## config.mk

```make
export PLATFORM = sky130hd
export DESIGN_NAME = gpa_core
export DESIGN_NICKNAME = d
export VERILOG_FILES = /design/src/verilog/gpa_pkg.sv /design/src/verilog/gpa_core.sv
export SDC_FILE = /design/constraint.sdc
export NUM_CORES = 2
export LEC_CHECK = 0
export BUFFER_PORTS_ARGS = -buffer_cell sky130_fd_sc_hd__buf_4
export CORE_MARGIN = 2
export CORE_UTILIZATION = 45
export CTS_BUF_LIST = sky130_fd_sc_hd__clkbuf_16
export CTS_CLUSTER_DIAMETER = 40
export DETAILED_ROUTE_END_ITERATION = 8
export PLACE_DENSITY_LB_ADDON = 0.2
export SLEW_MARGIN = 20
export SYNTH_ARGS = -nofsm -noshare
export SYNTH_HDL_FRONTEND = slang
export SYNTH_SLANG_ARGS = --single-unit
```

## constraint.sdc

```tcl
create_clock -name clock_i -period 26.3 [get_ports clock_i]
set_input_delay 3.945 -clock clock_i [delete_from_list [all_inputs] [get_ports clock_i]]
set_output_delay 3.945 -clock clock_i [all_outputs]
set_load 0.005 [all_outputs]
```

## src/verilog/gpa_pkg.sv

```systemverilog
package gpa_pkg;
  localparam int unsigned XLEN          = 64;
  localparam int unsigned GPR_COUNT     = 16;
  localparam int unsigned DISP_BITS     = 32;
  localparam int unsigned LEGACY_BITS   = 32;
  localparam int unsigned PAE_PHYS_BITS = 36;
  localparam int unsigned VA_BITS_DEF   = 48;
  localparam int unsigned LANES         = 8;

  // operand and address sizes
  typedef enum logic [1:0] {SZ8 = 2'h0, SZ16 = 2'h1, SZ32 = 2'h2, SZ64 = 2'h3} gpa_size_type;
  // segment selects as the decoder presents them
  typedef enum logic [2:0] {
    SEG_EXTRA = 3'h0, SEG_CODE = 3'h1, SEG_STACK = 3'h2,
    SEG_DATA = 3'h3, SEG_XD1 = 3'h4, SEG_XD2 = 3'h5
  } gpa_seg_type;
  // fault outcome of an address request
  typedef enum logic [2:0] {
    FLT_NONE = 3'h0, FLT_PRIV = 3'h1, FLT_GP = 3'h2,
    FLT_SS = 3'h3, FLT_PAGE = 3'h4, FLT_ALIGN = 3'h5
  } gpa_fault_type;

  localparam logic [3:0] IDX_SP = 4'h4;
  localparam logic [3:0] IDX_BP = 4'h5;
  localparam logic [7:0] LANE_LO  = 8'h01;
  localparam logic [7:0] LANE_HI  = 8'h02;
  localparam logic [7:0] LANE_W   = 8'h03;
  localparam logic [7:0] LANE_ALL = 8'hFF;
  localparam logic [XLEN-1:0] RESET_WORD = 64'h0;
endpackage

```

## src/verilog/gpa_core.sv

```systemverilog
`timescale 1ns/1ps
module gpa_core
  import gpa_pkg::*;
#(
  parameter int unsigned VA_BITS = VA_BITS_DEF
) (
  input  wire logic            clock_i,
  input  wire logic            rst_n_i,
  input  wire logic            ce_i,
  input  wire logic            mode64_i,
  input  wire logic            wr_en_i,
  input  wire logic [3:0]      wr_enc_i,
  input  wire logic [1:0]      wr_size_i,
  input  wire logic            wr_rex_i,
  input  wire logic [XLEN-1:0] wr_data_i,
  input  wire logic [3:0]      rd_enc_i,
  input  wire logic [1:0]      rd_size_i,
  input  wire logic            rd_rex_i,
  input  wire logic            ip_wr_i,
  input  wire logic [1:0]      ip_size_i,
  input  wire logic [XLEN-1:0] ip_next_i,
  input  wire logic            agu_req_i,
  input  wire logic            base_valid_i,
  input  wire logic [3:0]      base_idx_i,
  input  wire logic            index_valid_i,
  input  wire logic [3:0]      index_idx_i,
  input  wire logic [1:0]      scale_i,
  input  wire logic [XLEN-1:0] disp_i,
  input  wire logic            disp64_form_i,
  input  wire logic [1:0]      addr_size_i,
  input  wire logic [2:0]      seg_i,
  input  wire logic [XLEN-1:0] seg_base_i,
  input  wire logic            stack_ref_i,
  input  wire logic            priv_fault_i,
  input  wire logic            page_fault_i,
  input  wire logic            align_fault_i,
  output logic [XLEN-1:0]      rd_data_o,
  output logic [XLEN-1:0]      ip_o,
  output logic                 agu_valid_o,
  output logic [XLEN-1:0]      lin_addr_o,
  output logic [2:0]           fault_o
);

  typedef struct packed {
    logic [GPR_COUNT-1:0][XLEN-1:0] gpr;
    logic [XLEN-1:0]                ip;
    logic [XLEN-1:0]                rd_data;
    logic                           agu_valid;
    logic [XLEN-1:0]                lin_addr;
    gpa_fault_type                  fault;
  } gpa_state_type;

  gpa_state_type state_reg;
  gpa_state_type state_next;

  // operand size the prefix allows; qword needs the extension prefix
  function automatic gpa_size_type eff_size(input logic [1:0] sz, input logic register_extension_prefix);
    gpa_size_type s;
    s = gpa_size_type'(sz);
    if (s == SZ64 && !register_extension_prefix) begin
      s = SZ32;
    end
    return s;
  endfunction

  // register view decode: {high byte, register index}
  function automatic logic [4:0] view_sel(input logic [3:0] enc, input logic [1:0] sz,
                                          input logic register_extension_prefix);
    logic [3:0] idx;
    logic       hi;
    idx = register_extension_prefix ? enc : {1'b0, enc[2:0]};
    hi  = 1'b0;
    // legacy high-byte encodings only exist without the prefix
    if (gpa_size_type'(sz) == SZ8 && !register_extension_prefix && enc[2]) begin
      idx = {2'b00, enc[1:0]};
      hi  = 1'b1;
    end
    return {hi, idx};
  endfunction

  // all bits from the top down to the top implemented bit agree
  function automatic logic canonical(input logic [XLEN-1:0] a);
    return (&a[XLEN-1:VA_BITS-1]) | ~(|a[XLEN-1:VA_BITS-1]);
  endfunction

  logic [4:0]                     wr_sel;
  gpa_size_type                   wr_sz;
  logic [7:0]                     wr_lanes;
  logic [XLEN-1:0]                wr_word;
  logic [GPR_COUNT-1:0][XLEN-1:0] gpr_wr_val;
  logic [XLEN-1:0]                sel_word;

  // write view decode and lane placement
  always_comb begin
    wr_sel = view_sel(wr_enc_i, wr_size_i, wr_rex_i);
    wr_sz  = eff_size(wr_size_i, wr_rex_i);
    case (wr_sz)
      SZ8: begin
        wr_lanes = wr_sel[4] ? LANE_HI : LANE_LO;
        wr_word  = wr_sel[4] ? {48'h0, wr_data_i[7:0], 8'h00} : {56'h0, wr_data_i[7:0]};
      end
      SZ16: begin
        wr_lanes = LANE_W;
        wr_word  = {48'h0, wr_data_i[15:0]};
      end
      SZ32: begin
        // zero-extended also outside 64-bit mode; upper half is undefined there
        wr_lanes = LANE_ALL;
        wr_word  = {32'h0, wr_data_i[31:0]};
      end
      default: begin
        wr_lanes = LANE_ALL;
        wr_word  = wr_data_i;
      end
    endcase
  end

  // old contents of the addressed register; the lane checks compare against it
  assign sel_word = state_reg.gpr[wr_sel[3:0]];

  // per-register byte-lane merge, untouched lanes hold their bytes
  for (genvar g = 0; g < GPR_COUNT; g++) begin : gpr_lane
    logic hit;
    assign hit = wr_en_i && (wr_sel[3:0] == 4'(g));
    for (genvar b = 0; b < LANES; b++) begin : lane
      assign gpr_wr_val[g][b*8 +: 8] = (hit && wr_lanes[b]) ? wr_word[b*8 +: 8]
                                                           : state_reg.gpr[g][b*8 +: 8];
    end
  end

  logic [4:0]      rd_sel;
  logic [XLEN-1:0] rd_raw;
  logic [XLEN-1:0] rd_view;

  // read views, zero-extended onto the result bus
  always_comb begin
    rd_sel = view_sel(rd_enc_i, rd_size_i, rd_rex_i);
    rd_raw = state_reg.gpr[rd_sel[3:0]];
    case (eff_size(rd_size_i, rd_rex_i))
      SZ8:     rd_view = rd_sel[4] ? {56'h0, rd_raw[15:8]} : {56'h0, rd_raw[7:0]};
      SZ16:    rd_view = {48'h0, rd_raw[15:0]};
      SZ32:    rd_view = {32'h0, rd_raw[31:0]};
      default: rd_view = rd_raw;
    endcase
  end

  logic [XLEN-1:0] base_val;
  logic [XLEN-1:0] index_val;
  logic [XLEN-1:0] disp_ext;
  logic [XLEN-1:0] ea_sum;
  logic [XLEN-1:0] ea_trunc;
  logic [XLEN-1:0] seg_eff;
  logic [XLEN-1:0] lin_full;
  logic [XLEN-1:0] lin;
  logic            xd_seg;
  logic            stack_kind;
  gpa_fault_type   fault_sel;

  // address generation; sum, truncate, then add the untruncated base
  always_comb begin
    base_val  = base_valid_i ? state_reg.gpr[base_idx_i] : RESET_WORD;
    index_val = index_valid_i ? state_reg.gpr[index_idx_i] : RESET_WORD;
    if (disp64_form_i && mode64_i) begin
      disp_ext = disp_i;
    end else begin
      disp_ext = {{(XLEN-DISP_BITS){disp_i[DISP_BITS-1]}}, disp_i[DISP_BITS-1:0]};
    end
    ea_sum = base_val + (index_val << scale_i) + disp_ext;
    case (gpa_size_type'(addr_size_i))
      SZ16:    ea_trunc = {48'h0, ea_sum[15:0]};
      SZ32:    ea_trunc = {32'h0, ea_sum[31:0]};
      default: ea_trunc = ea_sum;
    endcase
    xd_seg  = (seg_i == SEG_XD1) || (seg_i == SEG_XD2);
    // only the two extra data segments keep a base in 64-bit mode
    seg_eff  = (mode64_i && !xd_seg) ? RESET_WORD : seg_base_i;
    lin_full = ea_trunc + seg_eff;
    // legacy modes wrap inside a 4 GByte linear space, cut to LEGACY_BITS
    lin = mode64_i ? lin_full : {32'h0, lin_full[LEGACY_BITS-1:0]};
    // an override to a non-stack segment arrives as seg_i, so it lands on GP
    stack_kind = stack_ref_i ||
                 (base_valid_i && (base_idx_i == IDX_SP || base_idx_i == IDX_BP) &&
                  seg_i == SEG_STACK);
    // privilege first, canonical next, paging and alignment last
    if (priv_fault_i) begin
      fault_sel = FLT_PRIV;
    end else if (mode64_i && !canonical(lin)) begin
      fault_sel = stack_kind ? FLT_SS : FLT_GP;
    end else if (page_fault_i) begin
      fault_sel = FLT_PAGE;
    end else if (align_fault_i) begin
      fault_sel = FLT_ALIGN;
    end else begin
      fault_sel = FLT_NONE;
    end
  end

  // next state; clock enable low holds everything
  always_comb begin
    state_next = state_reg;
    if (ce_i) begin
      state_next.gpr     = gpr_wr_val;
      state_next.rd_data = rd_view;
      if (ip_wr_i) begin
        case (gpa_size_type'(ip_size_i))
          SZ16:    state_next.ip = {state_reg.ip[63:16], ip_next_i[15:0]};
          SZ32:    state_next.ip = {32'h0, ip_next_i[31:0]};
          default: state_next.ip = ip_next_i;
        endcase
      end
      state_next.agu_valid = agu_req_i;
      if (agu_req_i) begin
        state_next.lin_addr = lin;
        state_next.fault    = fault_sel;
      end
    end
  end

  // single state register, synchronous reset
  always_ff @(posedge clock_i) begin
    if (!rst_n_i) begin
      state_reg <= '0;
    end else begin
      state_reg <= state_next;
    end
  end

  // outputs come straight from the state register, no logic after the flops
  assign rd_data_o   = state_reg.rd_data;
  assign ip_o        = state_reg.ip;
  assign agu_valid_o = state_reg.agu_valid;
  assign lin_addr_o  = state_reg.lin_addr;
  assign fault_o     = state_reg.fault;
endmodule // gpa_core

```

# [Word level (Yosys, flattened, before mapping)]
# Index checks and enable logic that the tools add are counted.
# Widths: inputs -> output; s select.
[totals] register_bits=1220 inputBits=301 out_inout_bits=196 elab_cells=506
[op_classes] addsub=3 order_cmp=3 eq_ne=30 shifts=1 n_mux=32 bitwise=3 reduce_logical=300
[ops] op="$bmux 64 s4" n=3
[ops] op="$mux 64" n=8
[ops] op="$pmux 64 s3" n=2
[ops] op="$reduce_and 2->1" n=130
[ops] op="$pmux 64 s2" n=2
[ops] op="$add 64x64->64" n=3
[ops] op="$logic_and 1x1->1" n=155
[ops] op="$shl 64x2->64" n=1
[ops] op="$eq 4x4->1 const B" n=8
[ops] op="$eq 4x3->1 const B" n=6
[ops] op="$reduce_and 17->1" n=1
[ops] op="$reduce_or 17->1" n=1
[ops] op="$mux 16" n=1
[ops] op="$mux 4" n=4
[ops] op="$pmux 8 s2" n=1
[ops] op="$lt 4x5->1 const B" n=3
[ops] op="$eq 2x2->1 const B" n=6
[ops] op="$mux 3" n=4
[ops] op="$eq 2x1->1 const B" n=4
[ops] op="$eq 4x2->1 const B" n=2
[ops] op="$logic_not 2->1" n=4
[ops] op="$mux 8" n=1
[ops] op="$eq 3x3->1 const B" n=2
[ops] op="$mux 2" n=3
[ops] op="9 further kinds" n=17

# [Logic depth before layout (Yosys ltp)]
[logic_depth] ltp_word=16 mapped_depth=40 depth_no_buf=34

# [Least setup slack after synthesis]
# OpenSTA, ideal clock, no wires.
[synth_path] path_kind="in2reg" from="input port index_idx_i[0]" to="register state_reg, in the netlist fault_o[0]" setup_time_ns=0.088 t_arrival_ns=12.820 required_time_ns=26.212 setup_slack_ns=13.392 path_stages=37 n_path_buf=6 path_cell_list="buf_2 clkbuf_1 clkbuf_1 buf_1 clkbuf_1 mux4_2 mux4_2 mux2_2 nand2_1 o21ai_0 fa_1 fa_1 a211oi_1 o21bai_1 o21ba_2 o31ai_1 nand2_1 o21ai_0 nand2b_1 a41oi_1 o21ai_1 a221oi_1 xnor2_1 and2_1 ha_1 buf_2 nand4_1 or3_1 nor4_1 o311ai_2 nand2_1 xor2_1 a2111oi_0 and4_1 or3b_4 and3_4 a311oi_2"
[synth_via] elab_chain_len=16 word_cells_on_any_way=17
[synth_rtl] element="start: declaration" line_no="gpa_core.sv:26" text="input wire logic [3:0] index_idx_i,"
[synth_rtl] element="$bmux 64 s4 (*)" line_no="gpa_core.sv:162" text="index_val = index_valid_i ? state_reg.gpr[index_idx_i] : RESET_WORD;"
[synth_rtl] element="$mux 64 (not written as such) (*)" line_no="gpa_core.sv:162"
[synth_rtl] element="$mux 64 (*)" line_no="gpa_core.sv:162"
[synth_rtl] element="$shl 64x2->64 (*)" line_no="gpa_core.sv:168" text="ea_sum = base_val + (index_val << scale_i) + disp_ext;"
[synth_rtl] element="$add 64x64->64 (*) (2 in a row)" line_no="gpa_core.sv:168"
[synth_rtl] element="$pmux 64 s2 (*)" line_no="gpa_core.sv:169" text="case (gpa_size_type'(addr_size_i))"
[synth_rtl] element="$add 64x64->64 (*)" line_no="gpa_core.sv:177" text="lin_full = ea_trunc + seg_eff;"
[synth_rtl] element="$mux 64 (*)" line_no="gpa_core.sv:179" text="lin = mode64_i ? lin_full : {32'h0, lin_full[LEGACY_BITS-1:0]};"
[synth_rtl] element="$reduce_or 17->1" line_no="gpa_core.sv:83" text="return (&a[XLEN-1:VA_BITS-1]) | ~(|a[XLEN-1:VA_BITS-1]);"
[synth_rtl] element="$not 1->1" line_no="gpa_core.sv:83"
[synth_rtl] element="$or 1x1->1 (*)" line_no="gpa_core.sv:83"
[synth_rtl] element="$logic_not 1->1 (*)" line_no="gpa_core.sv:187" text="end else if (mode64_i && !canonical(lin)) begin"
[synth_rtl] element="$logic_and 1x1->1 (*)" line_no="gpa_core.sv:187"
[synth_rtl] element="$mux 3 (*)" line_no="gpa_core.sv:187"
[synth_rtl] element="$mux 3 (*)" line_no="gpa_core.sv:185" text="if (priv_fault_i) begin"
[synth_rtl] element="end signal: assignment" line_no="gpa_core.sv:224" text="state_reg <= state_next;"
[synth_rtl] element="end: declaration" line_no="gpa_core.sv:53" text="gpa_state_type state_reg;"
# Mark *: on every way between the ends. The rest lies on a longest branch, timed or not. The select of a mux whose other input is x is not followed.
# A chain may end at the register's enable or synchronous reset.

# [Worst setup path in the final report]
[layout_path] from="input port base_idx_i[1]" to="register state_reg, in the netlist fault_o[0]"
[layout_via] elab_chain_len=15 word_cells_on_any_way=23
[layout_rtl] element="start: declaration" line_no="gpa_core.sv:24" text="input wire logic [3:0] base_idx_i,"
[layout_rtl] element="$bmux 64 s4" line_no="gpa_core.sv:161" text="base_val = base_valid_i ? state_reg.gpr[base_idx_i] : RESET_WORD;"
[layout_rtl] element="$mux 64 (not written as such)" line_no="gpa_core.sv:161"
[layout_rtl] element="$mux 64" line_no="gpa_core.sv:161"
[layout_rtl] element="$add 64x64->64 (2 in a row)" line_no="gpa_core.sv:168"
[layout_rtl] element="$pmux 64 s2" line_no="gpa_core.sv:169"
[layout_rtl] element="$add 64x64->64" line_no="gpa_core.sv:177"
[layout_rtl] element="$mux 64" line_no="gpa_core.sv:179"
[layout_rtl] element="$reduce_or 17->1" line_no="gpa_core.sv:83"
[layout_rtl] element="$not 1->1" line_no="gpa_core.sv:83"
[layout_rtl] element="$or 1x1->1" line_no="gpa_core.sv:83"
[layout_rtl] element="$logic_not 1->1" line_no="gpa_core.sv:187"
[layout_rtl] element="$logic_and 1x1->1" line_no="gpa_core.sv:187"
[layout_rtl] element="$mux 3 (*)" line_no="gpa_core.sv:187"
[layout_rtl] element="$mux 3 (*)" line_no="gpa_core.sv:185"
# Marked as above.

==> out/metrics.yaml <==
core_region_area_mm2: 0.181
syn2layout_area_growth_pct: 12.6
slew_viol_final: 0
holdBufCountCts: 0
crit_buf_inv: 3
ys_async_sr_fraction_pct: 0
crit_top_cell: "nand4_1"
maxSlewHeadroom_pct: 22.8
overflow: 0
synth_cell_types: 87
fmax_mhz: 73.2
port_buffers: 496
cp-end-kind: "flip-flop"
setup_viol: 0
dieArea_mm2: 0.186
grt_antenna_before_repair: 16
total_power_mw: 5.19
clkLatencyLatePin_ns: 0.85
comb_power_share_pct: 12.0
synth-main-ff-cell: "dfxtp_1"
p_int_mw: 3.74
power.switching_mw: 1.44
grt_pass1_vias: 67100
cp_slowest_cell: "buf_4"
place_ws_ns: 11.85
p_sw_share_pct: 27.8
worst_slack_ns: 12.64
yosys_register_bits: 1220
grt_util_all_layers_pct: 31.9
grt_max_degree: 248
final_hold_viol_count: 0
drc: 0
p_leak_nw: 35.7
arrival_ns: 14.40
ant_nets: 0
clockRootBuffer: "clkbuf_16"
cpLargestDelayFamily: "compound AO/OA/AOI/OAI gates"
hp-class: "flip-flop to flip-flop"
status: "finished, final reports clean"
fin_crit_sh_pct: 51.9
tightest_slew_ns: 1.16
fin_tns_setup_ns: 0
fp.dieH_um: 432
largest_register_ffs: 1024
synth_nets: 9302
fin_skew_ns: 0.0359
netlist_area_mm2: 0.0823
cts-resized-gates: 0
post_drt_wl_per_cell_um: 27.2
synthesis.instances: 8807
avgViaCountPerCell: 6.24
synth-edff-count: 0
grt_pass1_wl_um: 445000
grt.busiest_layer: "met2"
firstDrtPassIters: 6
die_x_um: 432
cp.required_ns: 27.04
syn_avg_cell_area_um2: 9.34
cts.reportedPaths.clkPinSlew_ns: 0.05
finalWeightedCongestion: 0.959
cts_tree: "built"
drv_cap: 0
nets: 9137
vdd_drop_max_v: 0.0000538
hpwl_um: 202000
fp-row-count: 156
initialDrtViolationCount: 7647
ys_warn_count: 0
via_count: 69900
yosysSeqAreaShare_pct: 29.7
clockBufferDepth: 3
grtUsageMet3_pct: 6.57
grt_setup_unrepaired: "no"
fin_crit_ns: 13.66
post_cts_buffers: 0
wirelength_um: 305000
seqPwrFrac_pct: 36.3
clkPwrFrac_pct: 51.7
final_core_util_pct: 51.2
numCtsBuffers: 201
critical-path-max-stage-delay_ns: 0.62
start_util_pct: 45.4
htreeDepth: 4
grtUsageMet1_pct: 42.5
ioPinCount: 497
p_per_area_mw_per_mm2: 56.0
drive_gt1_share_pct: 22.6
path_max_fanout: 58
start_kind: "input port"
numClockSinks: 1220
worstSetupPathType: "input port to flip-flop"
use_met2_pct: 49.4
[through the flow]
stage               std cells  hold WS [ns]  area [µm²]
floorplan                8807         0.435       82300
global placement        10800         0.453       85800
detailed placement      10800         0.460       85800
CTS                     11200         0.466       92700
global route            11200         0.479       92700
finish                  11200         0.461       92700
[Yosys cell counts, drive strengths merged (23+ instances only)]
master / number / share of area [%]
nand2: 1843 / 8.4
dfxtp: 1220 / 30
mux4: 890 / 24
o21ai: 681 / 4.2
and2: 674 / 5.1
clkbuf: 644 / 2.9
a21boi: 347 / 3.2
buf: 340 / 2.5
nor2b: 209 / 1.6
nand3: 198 / 1.2
nor2: 193 / 0.88
inv: 184 / 0.84
a21oi: 156 / 0.98
mux2i: 154 / 1.9
o211a: 138 / 1.7
ha: 129 / 2.0
a31oi: 91 / 0.69
xnor2: 66 / 0.70
fa: 65 / 1.6
mux2: 53 / 0.73
a21o: 48 / 0.44
nand4: 41 / 0.31
a32oi: 40 / 0.43
xor2: 40 / 0.43
nor3: 38 / 0.23
a22oi: 31 / 0.28
a211oi: 28 / 0.27
o21bai: 26 / 0.24
o211ai: 25 / 0.23
o21a: 24 / 0.22
nand2b: 23 / 0.17
[layout make-up]
cell class / count / area, µm²
clock inverter: 175 / 1730
multi-input combinational: 6419 / 53000
inverter: 184 / 692
tap: 2370 / 2970
clock buffer: 205 / 5130
timing repair buffer: 616 / 4740
fill: 16500 / 88500
antenna: 9 / 22.5
sequential: 1220 / 24400
[path summary, 6_finish.rpt]
check	slack (ns)	end	depth (start not counted)	start
setup / recovery	12.64	fault_o[0]	33	base_idx_i[1]
setup reg to reg	17.03	fault_o[0]	32	state_reg[1163]
hold reg to reg	0.46	ip_o[58]	2	ip_o[58]
hold / removal	0.46	ip_o[58]	2	ip_o[58]
[worst reg2reg max path: cells and delay by family, from the launching register on]
family | cells | cell delay [ns]
multiplexers | 4 | 1.52
XOR/XNOR | 1 | 0.20
adder cells (fa/ha/maj) | 3 | 1.31
AND/OR/NAND/NOR | 8 | 1.44
flip-flops | 1 | 0.33
buffers and inverters | 1 | 0.07
AO/OA/AOI/OAI | 15 | 4.33
[power by group through the flow]
stage	Combinational, mW	Clock (mW)	Sequential [mW]
floorplan	0.402	0	1.92
global placement	0.610	0	1.92
detailed placement	0.611	0	1.92
CTS	0.613	2.71	1.88
global route	0.658	2.79	1.88
finish	0.620	2.68	1.88
[cells by family (layout without fill, tap and decap cells)]
kind of cell	after synthesis	after routing	share of synthesized area, %
and+or+nand+nor	3296	3296	18.6
AOI/OAI and AO/OA	1726	1726	13.8
DFF	1220	1220	29.7
buffers and inverters	1168	1180	6.29
muxes	1097	1097	27.0
adders and majority gates	194	194	3.54
xor gates and xnor gates	106	106	1.13
other	0	9	0
[layout by cell type (no fill, tap or decap), types with 65 or more instances in the layout]
| cell type | instances |
|---|---|
| inv_1 | 202 |
| fa_1 | 65 |
| o211a_1 | 138 |
| mux2i_1 | 154 |
| dfxtp_1 | 1220 |
| xnor2_1 | 66 |
| a21oi_1 | 150 |
| ha_1 | 129 |
| mux4_2 | 890 |
| o21ai_0 | 650 |
| nor2b_1 | 208 |
| clkbuf_16 | 205 |
| nand3_1 | 198 |
| buf_4 | 602 |
| nor2_1 | 168 |
| nand2_1 | 1833 |
| and2_1 | 673 |
| a31oi_1 | 91 |
| a21boi_0 | 342 |
[metal layers]
metal,vias to the layer above,routed length (µm)
li1,31000,-
met1,34500,124000
met2,3539,137000
met3,768,27000
met4,16,16200
met5,-,113
(Power assumes the default switching activity.)
